<file path="config.mk">
export PLATFORM = sky130hd
export DESIGN_NAME = dte_timer_core
export DESIGN_NICKNAME = d
export VERILOG_FILES = /design/src/dte_pkg.sv /design/src/dte_timer_core.sv
export SDC_FILE = /design/constraint.sdc
export NUM_CORES = 1
export LEC_CHECK = 0
export ABC_AREA = 0
export BUFFER_PORTS_ARGS = -buffer_cell sky130_fd_sc_hd__clkbuf_2
export CORE_MARGIN = 4
export CORE_UTILIZATION = 60
export CTS_BUF_LIST = sky130_fd_sc_hd__clkbuf_8
export DETAILED_ROUTE_END_ITERATION = 16
export GPL_ROUTABILITY_DRIVEN = 0
export PLACE_DENSITY = 0.78
export SKIP_CTS_REPAIR_TIMING = 1
export SLEW_MARGIN = 20
export SYNTH_ARGS = -nofsm -noshare
export SYNTH_HDL_FRONTEND = slang
export SYNTH_SLANG_ARGS = --single-unit
</file>
<file path="constraint.sdc">
create_clock -name clk_sys -period 2.3 [get_ports clk_sys]
set_input_delay 0.345 -clock clk_sys [delete_from_list [all_inputs] [get_ports clk_sys]]
set_output_delay 0.345 -clock clk_sys [all_outputs]
set_load 0.05 [all_outputs]
</file>
<file path="src/dte_pkg.sv">
// Constants, register map and mode encoding for the dual timer block.
// Assumes an 8-bit special function register space on the core side.
package dte_pkg;

    // ------------------------------------------------------------
    // Register addresses
    // ------------------------------------------------------------
    localparam logic [7:0] ADDR_CTRL      = 8'h88;  // timer_run_and_ext_request_control
    localparam logic [7:0] ADDR_MODE      = 8'h89;  // timer_mode_select_register
    localparam logic [7:0] ADDR_TL_A      = 8'h8A;
    localparam logic [7:0] ADDR_TL_B      = 8'h8B;
    localparam logic [7:0] ADDR_TH_A      = 8'h8C;
    localparam logic [7:0] ADDR_TH_B      = 8'h8D;
    localparam logic [7:0] ADDR_PRESCALE  = 8'h8E;  // timer_prescale_control

    // ------------------------------------------------------------
    // Field positions (timer B field = timer A field + stride)
    // ------------------------------------------------------------
    localparam int CTRL_TYPE_LSB   = 0;
    localparam int CTRL_FLAG_LSB   = 1;
    localparam int CTRL_RUN_LSB    = 4;
    localparam int CTRL_OVF_LSB    = 5;
    localparam int CTRL_STRIDE     = 2;
    localparam int MODE_SEL_LSB    = 0;
    localparam int MODE_CT_BIT     = 2;
    localparam int MODE_GATE_BIT   = 3;
    localparam int MODE_STRIDE     = 4;
    localparam int PRESCALE_LSB    = 3;
    localparam logic [7:0] PRESCALE_MASK = 8'h18;

    // ------------------------------------------------------------
    // Reset values
    // ------------------------------------------------------------
    localparam logic [7:0] RST_BYTE  = 8'h00;
    localparam logic [1:0] RST_PAIR  = 2'h0;

    // ------------------------------------------------------------
    // Handler addresses that clear flags on vectoring
    // ------------------------------------------------------------
    localparam logic [15:0] VEC_EXT_A = 16'h0003;
    localparam logic [15:0] VEC_TMR_A = 16'h000B;
    localparam logic [15:0] VEC_EXT_B = 16'h0013;
    localparam logic [15:0] VEC_TMR_B = 16'h001B;

    // ------------------------------------------------------------
    // Counting constants
    // ------------------------------------------------------------
    localparam logic [4:0] LOW5_MAX   = 5'h1F;
    localparam logic [4:0] LOW5_ZERO  = 5'h00;
    localparam logic [4:0] LOW5_ONE   = 5'h01;
    localparam logic [7:0] BYTE_MAX   = 8'hFF;
    localparam logic [7:0] BYTE_ONE   = 8'h01;
    localparam logic [15:0] WORD_ONE  = 16'h0001;
    localparam logic [3:0] DIV12_LAST = 4'hB;
    localparam logic [3:0] DIV12_ZERO = 4'h0;
    localparam logic [3:0] DIV12_ONE  = 4'h1;

    typedef enum logic [1:0] {
        DTE_MODE_13BIT,
        DTE_MODE_16BIT,
        DTE_MODE_RELOAD8,
        DTE_MODE_SPLIT
    } dte_mode_t;

endpackage : dte_pkg

</file>
<file path="src/dte_timer_core.sv">
// Two timer/counters with external request flags, behind the core's
// special function register port. Assumes all inputs synchronous to clk_sys
// and that the core reports each vector taken with a one-cycle strobe.
//
// Summary of operation
// - Edge mode: B flag set on falling edge
// - Level mode: B flag follows low input
// - Edge mode: A flag set on falling edge
// - Level mode: A flag follows low input
// - Type bit set means edge, clear level
// - Mode 0: upper low-byte bits undefined
// - Mode 0 wrap past 1FFF sets flag
// - Timers advance only while run bit set
// - Select bit chooses clock or pin counting
// - Mode 1: full 16-bit counter wraps
// - Mode 2: low byte reloads from high
// - Mode 3: timer A splits, low uses A
// - Split high byte uses B run, flag
// - Timer B runs without overflow flag then
// - Timer B mode 3 holds its count
// - Gate bit adds high request input condition
// - Prescale bit picks clock or clock/12
// - Two mode bits select four modes
// - Overflow flags cleared on vectoring
`timescale 1ns/1ps

module dte_timer_core
    import dte_pkg::*;
(
    input  wire logic        clk_sys,              // Core clock, 20 MHz
    input  wire logic        rst,                  // Synchronous reset, active high
    input  wire logic [7:0]  sfr_addr,             // Register address
    input  wire logic        sfr_wr,               // Write strobe
    input  wire logic [7:0]  sfr_wdata,            // Write data
    input  wire logic        sfr_rd,               // Read strobe
    output logic      [7:0]  sfr_rdata,            // Read data, one cycle after strobe
    input  wire logic        vector_taken,         // Core vectors to a handler
    input  wire logic [15:0] vector_addr,          // Handler address with vector_taken
    input  wire logic        ext_request_a_input,  // External request pin A
    input  wire logic        ext_request_b_input,  // External request pin B
    input  wire logic        timer_a_event_pin,    // Event pin for timer A
    input  wire logic        timer_b_event_pin,    // Event pin for timer B
    output logic             ext_request_a_flag,   // Request A pending
    output logic             ext_request_b_flag,   // Request B pending
    output logic             timer_a_overflow_flag,// Timer A overflow pending
    output logic             timer_b_overflow_flag,// Timer B overflow pending
    output logic             timer_b_ovf_pulse     // Timer B rollover, baud source
);

    // ------------------------------------------------------------
    // Register storage
    // ------------------------------------------------------------
    logic [7:0]  mode_reg;
    logic [7:0]  prescale_reg;
    logic [1:0]  run_bit;
    logic [1:0]  type_bit;
    logic [1:0]  ext_flag;
    logic [1:0]  ovf_flag;
    logic [7:0]  tl_q [2];
    logic [7:0]  th_q [2];
    logic [1:0]  ovf_evt;
    logic        split_hi_ovf;

    // ------------------------------------------------------------
    // Pin sampling and clock/12 divider
    // ------------------------------------------------------------
    logic [1:0]  ext_in;
    logic [1:0]  ext_prev;
    logic [1:0]  ev_in;
    logic [1:0]  ev_prev;
    logic [1:0]  ext_fall;
    logic [1:0]  ev_fall;
    logic [3:0]  div_cnt;
    logic        div_tick;

    assign ext_in   = {ext_request_b_input, ext_request_a_input};
    assign ev_in    = {timer_b_event_pin, timer_a_event_pin};
    assign ext_fall = ext_prev & ~ext_in;
    assign ev_fall  = ev_prev & ~ev_in;
    assign div_tick = (div_cnt == DIV12_LAST);

    // Previous samples reset low, so a pin held low out of reset shows no false fall
    always_ff @(posedge clk_sys) begin
        if (rst) begin
            ext_prev <= RST_PAIR;
            ev_prev  <= RST_PAIR;
        end else begin
            ext_prev <= ext_in;
            ev_prev  <= ev_in;
        end
    end

    // Free-running, so the first clk/12 tick after enabling may come early
    always_ff @(posedge clk_sys) begin
        if (rst || div_tick) begin
            div_cnt <= DIV12_ZERO;
        end else begin
            div_cnt <= div_cnt + DIV12_ONE;
        end
    end

    // ------------------------------------------------------------
    // Control registers
    // ------------------------------------------------------------
    logic wr_ctrl;
    assign wr_ctrl = sfr_wr && (sfr_addr == ADDR_CTRL);

    // Prescale keeps only the two timer selects; the rest reads back as zero
    always_ff @(posedge clk_sys) begin
        if (rst) begin
            mode_reg     <= RST_BYTE;
            prescale_reg <= RST_BYTE;
        end else begin
            if (sfr_wr && (sfr_addr == ADDR_MODE)) begin
                mode_reg <= sfr_wdata;
            end
            if (sfr_wr && (sfr_addr == ADDR_PRESCALE)) begin
                prescale_reg <= sfr_wdata & PRESCALE_MASK;
            end
        end
    end

    // ------------------------------------------------------------
    // Per-timer counting
    // ------------------------------------------------------------
    // One slice per timer: index 0 is timer A, index 1 is timer B
    genvar i;
    generate
        for (i = 0; i < 2; i++) begin : g_tmr
            logic [7:0]  tl;
            logic [7:0]  th;
            logic [7:0]  next_tl;
            logic [7:0]  next_th;
            logic        next_ovf;
            logic        next_hi_ovf;
            logic        clk_tick;
            logic        adv;
            logic        hi_adv;
            logic        gate_ok;
            logic        count_src;
            dte_mode_t   mode;
            logic [15:0] word_inc;
            logic [7:0]  tl_addr;
            logic [7:0]  th_addr;

            assign tl_addr  = (i == 0) ? ADDR_TL_A : ADDR_TL_B;
            assign th_addr  = (i == 0) ? ADDR_TH_A : ADDR_TH_B;
            assign mode     = dte_mode_t'(mode_reg[i*MODE_STRIDE+MODE_SEL_LSB +: 2]);
            assign clk_tick = prescale_reg[PRESCALE_LSB+i] | div_tick;
            assign gate_ok  = ~mode_reg[i*MODE_STRIDE+MODE_GATE_BIT] | ext_in[i];
            assign count_src = mode_reg[i*MODE_STRIDE+MODE_CT_BIT] ? ev_fall[i] : clk_tick;
            assign adv      = run_bit[i] & gate_ok & count_src;
            // Split high byte counts timer A's clock or clock/12 tick only, under timer B run
            // Ignores timer A's gate and select, so it cannot count pin events
            assign hi_adv   = (i == 0) && (mode == DTE_MODE_SPLIT)
                            && run_bit[1] && clk_tick;
            assign word_inc = {th, tl} + WORD_ONE;

            always_comb begin
                next_tl     = tl;
                next_th     = th;
                next_ovf    = 1'b0;
                next_hi_ovf = 1'b0;
                if (adv) begin
                    case (mode)
                        DTE_MODE_13BIT: begin
                            // Bits 7:5 of the low byte are left alone: undefined to software
                            if (tl[4:0] == LOW5_MAX) begin
                                next_tl  = {tl[7:5], LOW5_ZERO};
                                next_th  = th + BYTE_ONE;
                                next_ovf = (th == BYTE_MAX);
                            end else begin
                                next_tl = {tl[7:5], tl[4:0] + LOW5_ONE};
                            end
                        end
                        DTE_MODE_16BIT: begin
                            next_tl  = word_inc[7:0];
                            next_th  = word_inc[15:8];
                            next_ovf = (tl == BYTE_MAX) && (th == BYTE_MAX);
                        end
                        DTE_MODE_RELOAD8: begin
                            if (tl == BYTE_MAX) begin
                                next_tl  = th;
                                next_ovf = 1'b1;
                            end else begin
                                next_tl = tl + BYTE_ONE;
                            end
                        end
                        DTE_MODE_SPLIT: begin
                            if (i == 0) begin
                                next_tl  = tl + BYTE_ONE;
                                next_ovf = (tl == BYTE_MAX);
                            end
                            // Timer B in this mode holds its count
                        end
                        default: begin
                            next_tl = tl;
                        end
                    endcase
                end
                if (hi_adv) begin
                    next_th     = th + BYTE_ONE;
                    next_hi_ovf = (th == BYTE_MAX);
                end
            end

            // Software write wins over a count in the same cycle
            always_ff @(posedge clk_sys) begin
                if (rst) begin
                    tl <= RST_BYTE;
                    th <= RST_BYTE;
                end else begin
                    tl <= (sfr_wr && (sfr_addr == tl_addr)) ? sfr_wdata : next_tl;
                    th <= (sfr_wr && (sfr_addr == th_addr)) ? sfr_wdata : next_th;
                end
            end

            assign tl_q[i]    = tl;
            assign th_q[i]    = th;
            assign ovf_evt[i] = next_ovf;
            if (i == 0) begin : g_split
                assign split_hi_ovf = next_hi_ovf;
            end
        end
    endgenerate

    // ------------------------------------------------------------
    // Run, type and flag bits
    // ------------------------------------------------------------
    logic        a_split;
    logic [1:0]  ovf_set;
    logic [1:0]  ovf_vec;
    logic [1:0]  ext_vec;

    assign a_split    = (dte_mode_t'(mode_reg[MODE_SEL_LSB +: 2]) == DTE_MODE_SPLIT);
    assign ovf_set[0] = ovf_evt[0];
    // Timer B still runs under its own run bit, as a baud source
    // Split high byte takes over timer B's flag
    assign ovf_set[1] = a_split ? split_hi_ovf : ovf_evt[1];
    // Vector clears act only in the strobe's cycle, matched on its address
    assign ovf_vec[0] = vector_taken && (vector_addr == VEC_TMR_A);
    assign ovf_vec[1] = vector_taken && (vector_addr == VEC_TMR_B);
    assign ext_vec[0] = vector_taken && (vector_addr == VEC_EXT_A);
    assign ext_vec[1] = vector_taken && (vector_addr == VEC_EXT_B);

    generate
        for (i = 0; i < 2; i++) begin : g_flag
            // Bit positions of this timer's slice of the control register
            localparam int TYPE_POS = CTRL_TYPE_LSB + i*CTRL_STRIDE;
            localparam int FLAG_POS = CTRL_FLAG_LSB + i*CTRL_STRIDE;
            localparam int RUN_POS  = CTRL_RUN_LSB + i*CTRL_STRIDE;
            localparam int OVF_POS  = CTRL_OVF_LSB + i*CTRL_STRIDE;

            always_ff @(posedge clk_sys) begin
                if (rst) begin
                    run_bit[i]  <= 1'b0;
                    type_bit[i] <= 1'b0;
                end else if (wr_ctrl) begin
                    run_bit[i]  <= sfr_wdata[RUN_POS];
                    type_bit[i] <= sfr_wdata[TYPE_POS];
                end
            end

            // Hardware set beats software or vector clear
            always_ff @(posedge clk_sys) begin
                if (rst) begin
                    ovf_flag[i] <= 1'b0;
                end else if (ovf_set[i]) begin
                    ovf_flag[i] <= 1'b1;
                end else if (wr_ctrl) begin
                    ovf_flag[i] <= sfr_wdata[OVF_POS];
                end else if (ovf_vec[i]) begin
                    ovf_flag[i] <= 1'b0;
                end
            end

            // Level mode tracks the pin; edge mode latches until cleared
            always_ff @(posedge clk_sys) begin
                if (rst) begin
                    ext_flag[i] <= 1'b0;
                end else if (!type_bit[i]) begin
                    // Level mode: flag is the inverted pin, writes ignored
                    ext_flag[i] <= ~ext_in[i];
                end else if (ext_fall[i]) begin
                    ext_flag[i] <= 1'b1;
                end else if (wr_ctrl) begin
                    ext_flag[i] <= sfr_wdata[FLAG_POS];
                end else if (ext_vec[i]) begin
                    ext_flag[i] <= 1'b0;
                end
            end
        end
    endgenerate

    // ------------------------------------------------------------
    // Timer B rollover pulse for a baud generator
    // ------------------------------------------------------------
    // Pulses even while split mode owns the flag, so baud use keeps working
    always_ff @(posedge clk_sys) begin
        if (rst) begin
            timer_b_ovf_pulse <= 1'b0;
        end else begin
            timer_b_ovf_pulse <= ovf_evt[1];
        end
    end

    // ------------------------------------------------------------
    // Read port
    // ------------------------------------------------------------
    // Read data is registered: one cycle late, held until the next read
    logic [7:0] ctrl_view;
    assign ctrl_view = {ovf_flag[1], run_bit[1],
                        ovf_flag[0], run_bit[0],
                        ext_flag[1], type_bit[1],
                        ext_flag[0], type_bit[0]};

    always_ff @(posedge clk_sys) begin
        if (rst) begin
            sfr_rdata <= RST_BYTE;
        end else if (sfr_rd) begin
            case (sfr_addr)
                ADDR_CTRL:     sfr_rdata <= ctrl_view;
                ADDR_MODE:     sfr_rdata <= mode_reg;
                ADDR_TL_A:     sfr_rdata <= tl_q[0];
                ADDR_TL_B:     sfr_rdata <= tl_q[1];
                ADDR_TH_A:     sfr_rdata <= th_q[0];
                ADDR_TH_B:     sfr_rdata <= th_q[1];
                ADDR_PRESCALE: sfr_rdata <= prescale_reg;
                default:       sfr_rdata <= RST_BYTE;
            endcase
        end
    end

    assign ext_request_a_flag    = ext_flag[0];
    assign ext_request_b_flag    = ext_flag[1];
    assign timer_a_overflow_flag = ovf_flag[0];
    assign timer_b_overflow_flag = ovf_flag[1];

endmodule : dte_timer_core

</file>
==> metrics.txt, run 1 <==
most common cell after layout, fill and taps aside=dfxtp_1; WHS=0.224 ns; Placeable Area=7210 um^2; critical path type=flip-flop to flip-flop; Post-DRT Antenna Nets=0; I/O pins=54; area share of the largest cell type after synthesis=30.3%; vias in the first global route=around 4500; n_diodes=0; Clk pin slew, worst setup/hold paths=around 0.080 ns; largest registers=g_tmr.th: 16 flops, g_tmr.tl: 16 flops; Worst Hold End=ev_prev[0]; Final Net Count=684; dominant cell type by area after synthesis=dfxtp_1; Reg2Reg Setup Slack=0.15 ns; Psw=about 0.00062 W; total CTS buffers=9; Filler cells=approximately 630; Syn Area/Cell=roughly 7.8 um^2; Leak Pwr=~1.8 nW; GRT Residual Overflow=0; most frequent CP cell=ha_1; CP Capture Type=flip-flop; sequential share of power=49.5%; Max Transition Viols Final=0; Hold Crit Depth=2; largest net degree at the start of global routing=39; first-pass iteration count of the detailed router=5; Netlist cell types=between 70 and 80; clock sinks=67; Post-synth EDFFs=0; final wirelength=about 15000 um; sequential area share after synthesis=30.3%; worst-margin pin slew=about 0.64 ns; Total GRT Usage=about a third; CP Launch Type=flip-flop; Syn Nets=slightly above 600; DR WL/cell=about 20 um; FP Rows=31; total negative setup slack=0 ns; Slowest cell on crit path=dfxtp_2; Post-synth ARST share=0%; DRC Markers=0; Clock Tree Root=clkbuf_8; die area=8810 um^2; number of vias per cell=around 6.7; Rel. slew slack=roughly 57%; clock power share=around 43%; first-pass GRT wire length=~23000 um; Vias=4930; Final Hold Fails=0; initial core utilization=around three fifths; number of buffers and inverters on the critical path=1; worst skew pair latency=about 0.36 ns; Cells after Synth=about 570; critical-path cell list=ha_1 -> nand3_1 -> inv_1 -> ha_1 -> nand2_1 -> o21ai_2 -> o2111ai_2 -> nor4_2 -> xnor2_1 -> a211oi_1; Longest Clk Path Bufs=2; placed cell area=just under 5000 um^2; combinational group share of total power=under 10%; Final Skew=0.00514 ns; largest cells by area after synthesis=dfxtp_1 (30%), nand2_1 (4.9%), nor2_1 (4.8%); initial antenna violation count=0; PwrDens=around 470 nW/um^2; delay-heaviest family, CP=simple AND/OR/NAND/NOR gates; Critical Path Fanout Max=6; DP Wirelength=~11000 um; Max-Cap Viols=0; Crit path required time=~2.6 ns; CTS tree=built; Post-synth top flop=dfxtp_1; IO Port Bufs=between 50 and 60; Reg2Reg Depth=10; R2R Path Start=g_tmr[1].tl[0]; Hold Startpoint=timer_a_event_pin; final design utilization=approximately 71%; minimum period implied by the final worst setup slack=~2.1 ns; Die Y=about 94 um; layout cells sized above 1=between 10% and 20%; Synth Register Bits=67; design area=between 5000 and 6000 um^2; RSZ-0062 raised after global routing=no; Largest stage delay, worst path=0.38 ns; CP Data Arrival Time=2.42 ns; drt initial violations=approximately 650; most frequent cells in the layout=dfxtp_1 (65), nand2_1 (58), nor2_1 (56); Max VDD drop=approximately 0.35 mV; area grow syn2layout=15.2%; Synth warnings=0; status=finished clean; fmax=~470 MHz; Tcrit/Tclk final=93.5%; Hold Crit Class=input port to flip-flop; Internal=approximately 0.0018 W; Net Sw Frac=a little over a quarter; Die W=93.9 um; reg2reg end=g_tmr[1].th[6]; Setup Viol. Count Final=0; H-tree Lvls=3; Mapped Area=between 4000 and 5000 um^2
[synthesized netlist by cell type (all sizes together) (6+ instances only)]
cell and instances:
dfxtp 67, inv 27, nand2b 8, a211oi 26, nor2 58, clkbuf 19
a221oi 6, nor3 18, nand3 29, nand4 10, nor2b 8, or3 7
ha 11, buf 10, a21oi 39, mux2i 18, nand2 58, xnor2 12
nor4 11, o21ai 36, a31oi 8
[layer usage]
metal  GRT usage (%)  part of all wire [%]
met5               0                     0
met4            15.2                   3.8
met3            8.17                    10
met2            51.1                    44
met1            44.8                    41
[final cells by class]
| cell class | instances | area [um^2] | area share [%] |
|---|---|---|---|
| multi-input cells | 445 | 2840 | 55.8 |
| repair buffers | 82 | 483 | 9.47 |
| inverters | 27 | 101 | 1.99 |
| clock inverters | 6 | 65.1 | 1.28 |
| clock buffers | 10 | 138 | 2.70 |
| flip-flops and latches | 67 | 1340 | 26.4 |
| well taps | 99 | 124 | 2.43 |
[metrics by stage]
step | power [W] | setup slack (ns) | cells
final | 0.00239 | 0.150 | 736
after global routing | 0.00245 | 0.0169 | 736
after CTS | 0.00238 | 0.0638 | 733
after detailed placement | 0.00138 | 0.0969 | 717
after global placement | 0.00138 | 0.196 | 717
after floorplan | 0.00130 | 0.253 | 569
[power groups by stage]
stage	combinational [W]	sequential [W]	clock [W]
after floorplan	0.0000851	0.00121	0
after global placement	0.000168	0.00121	0
after detailed placement	0.000171	0.00121	0
after CTS	0.000172	0.00118	0.00102
after global routing	0.000189	0.00118	0.00108
final	0.000178	0.00118	0.00103
[logic make-up (layout without fill, tap and decap cells)]
kind of cell / Yosys count / in the layout / share of synthesized area (%)
simple gates: 231 / 231 / 26.4
compound gates: 171 / 171 / 26.8
flops: 67 / 67 / 30.3
buf+inv: 57 / 125 / 6.22
mux: 19 / 19 / 4.58
xor+xnor: 13 / 13 / 2.57
fa+ha+maj: 11 / 11 / 3.11
[worst max path at each step]
stage	from	to	slack, ns	cells past startpoint
after global placement	div_cnt[0]	g_tmr[0].th[5]	0.20	7
final	g_tmr[1].tl[0]	g_tmr[1].th[6]	0.15	10
after floorplan	g_tmr[1].tl[1]	g_tmr[1].th[6]	0.25	10
after CTS	div_cnt[0]	g_tmr[0].th[5]	0.06	7
after global routing	g_tmr[0].tl[0]	g_tmr[0].tl[3]	0.02	9
after detailed placement	div_cnt[0]	g_tmr[0].th[5]	0.1	7
Power figures use the tool's default switching activity.
==> run 2: changes to the inputs <==
Settings changed: CORE_UTILIZATION 60 to 50, PLACE_DENSITY 0.78 to 0.66.
==> run 2 against run 1 <==
Compared with the run above:
- combinational power about the same
- clock skew is 0.0059 ns higher
- maximum frequency down 5.3%
- via count decreased by 2.7%
- routed wire length up 0.58%
- non-clock buffer count increased by 2
- largest cell class unchanged
==> metrics.txt, run 2 (synthesis gave the netlist of run 1 again) <==
DP Wirelength=10900 um (+1.4%); Tcrit/Tclk final=98.7% (+5.2 points); most frequent CP cell=nor3_1; largest net degree at the start of global routing=40 (+2.6%); CTS tree=built; GRT Residual Overflow=0 (unchanged); Hold Crit Class=input port to flip-flop; Slowest cell on crit path=or3_1; worst skew pair latency=0.35 ns (about the same); Clk pin slew, worst setup/hold paths=0.08 ns (about the same); I/O pins=54 (unchanged); IO Port Bufs=53 (unchanged); PnR worst setup slack=0.0299 ns (-0.120 ns); most common cell after layout, fill and taps aside=dfxtp_1; total CTS buffers=9 (unchanged); Die Y=102 um (+8.7%); Post-DRT Antenna Nets=0 (unchanged); Crit path required time=2.57 ns (about the same); final design utilization=59.4% (-11 points); initial core utilization=51.0% (-10 points); PwrDens=459 nW/um^2 (-1.9%); minimum period implied by the final worst setup slack=2.27 ns (+0.120 ns); CP Launch Type=flip-flop; clock sinks=67 (unchanged); first-pass GRT wire length=23200 um (+0.84%); DRC Markers=0 (unchanged); Hold Startpoint=timer_a_event_pin; Total GRT Usage=28.7% (-4.9 points); placed cell count=729 (+1.7%); Filler cells=811 (+29%); H-tree Lvls=3 (unchanged); R2R Path Start=div_cnt[0]; critical path type=flip-flop to flip-flop; Die W=102 um (+8.7%); Longest Clk Path Bufs=2 (unchanged); Leak Pwr=1.76 nW (+0.20%); Final Skew=0.0110 ns (+0.00589 ns); critical-path cell list=ha_1 -> and3b_2 -> nor3_1 -> or3_1 -> nor4_1 -> a211oi_1 -> nor3_1; Rel. slew slack=63.0% (+5.6 points); final wirelength=14700 um (+0.58%); Largest stage delay, worst path=0.50 ns (+0.12 ns); status=finished clean; worst-margin pin slew=0.551 ns (-0.0876 ns); largest registers=g_tmr.th: 16 flops, g_tmr.tl: 16 flops; Vias=4799 (-2.7%); Reg2Reg Depth=7 (-3); CP Capture Type=flip-flop; Max VDD drop=0.449 mV (+27%); FP Rows=34 (+9.7%); drt initial violations=516 (-21%); Max-Cap Viols=0 (unchanged); Layout Cells excl Fill=747 (+1.5%); most frequent cells in the layout=dfxtp_1 (65), nand2_1 (58), nor2_1 (57); total power=0.00237 W (-0.82%); CP Data Arrival Time=2.54 ns (+0.12 ns); die area=10400 um^2 (+18%); number of vias per cell=6.42 (-4.1%); DR WL/cell=19.7 um (-0.91%); crit path launch=div_cnt[0]; layout cells sized above 1=19.9% (+0.41 points); first-pass iteration count of the detailed router=5 (unchanged); n_diodes=0 (unchanged); initial antenna violation count=0 (unchanged); Critical Path Sink=g_tmr[1].tl[3]; reg2reg end=g_tmr[1].tl[3]; Max Transition Viols Final=0 (unchanged); Clock Tree Root=clkbuf_8; fmax=441 MHz (-5.3%); Final Net Count=687 (+0.44%); Critical Path Fanout Max=8 (+2); Place WS=-0.0380 ns (-0.135 ns); vias in the first global route=4406 (-1.5%); Reg2Reg Setup Slack=0.03 ns (-0.12 ns); Final Hold Fails=0 (unchanged); area grow syn2layout=16.5%; Setup Viol. Count Final=0 (unchanged); Placeable Area=8680 um^2 (+20%)
==> run 2: layer usage <==
metal | vias to the layer above | global-route usage (%) | routed length (um)
li1 | 2265 | - | -
met1 | 2207 | 41.9 | 6550
met5 | - | 0 | 0
met2 | 294 | 42.2 | 6310
met3 | 33 | 5.80 | 1440
met4 | 0 | 9.59 | 381
==> run 2: layout make-up <==
class | count | area, um^2 | share of cell area, %
Timing Repair Buffer | 84 | 498 | 9.66
Clock inverter | 4 | 50.0 | 0.971
Inverter | 27 | 101 | 1.97
Clock buffer | 11 | 151 | 2.94
Sequential cell | 67 | 1350 | 26.2
Multi-Input combinational cell | 446 | 2870 | 55.7
Tap cell | 108 | 135 | 2.62
==> run 2: how the worst min path moves through the flow <==
stage	to	slack [ns]	cells after the start
2_1_floorplan	div_cnt[0]	0.43	1
3_5_place_dp	sfr_rdata[0]	0.45	2
5_1_grt	ev_prev[0]	0.21	2
3_3_place_gp	div_cnt[0]	0.44	1
6_report	ev_prev[0]	0.22	2
4_1_cts	ev_prev[0]	0.20	2
==> run 2: metrics by stage <==
step / hold slack, ns / TNS (ns) / area, um^2
5_1_grt: 0.208 / -0.103 / 5150
3_3_place_gp: 0.442 / 0 / 4870
3_5_place_dp: 0.453 / -0.0411 / 4870
4_1_cts: 0.205 / -0.110 / 5070
6_report: 0.215 / 0 / 5150
2_1_floorplan: 0.427 / 0 / 4430
==> run 2: critical path: cells and delay by family (launching register included) <==
| family | cells | cell delay [ns] |
|---|---|---|
| AO/OA/AOI/OAI | 1 | 0.10 |
| adder cells (fa/ha/maj) | 1 | 0.22 |
| flip-flops | 1 | 0.36 |
| AND/OR/NAND/NOR | 5 | 1.50 |
==> run 2: power breakdown <==
group	switching [W]	internal [W]	leakage [nW]
Clock	0.000454	0.000552	0.0974
Sequential	0.0000112	0.00117	0.543
Combinational	0.000117	0.0000639	1.12
Total	0.000582	0.00179	1.76
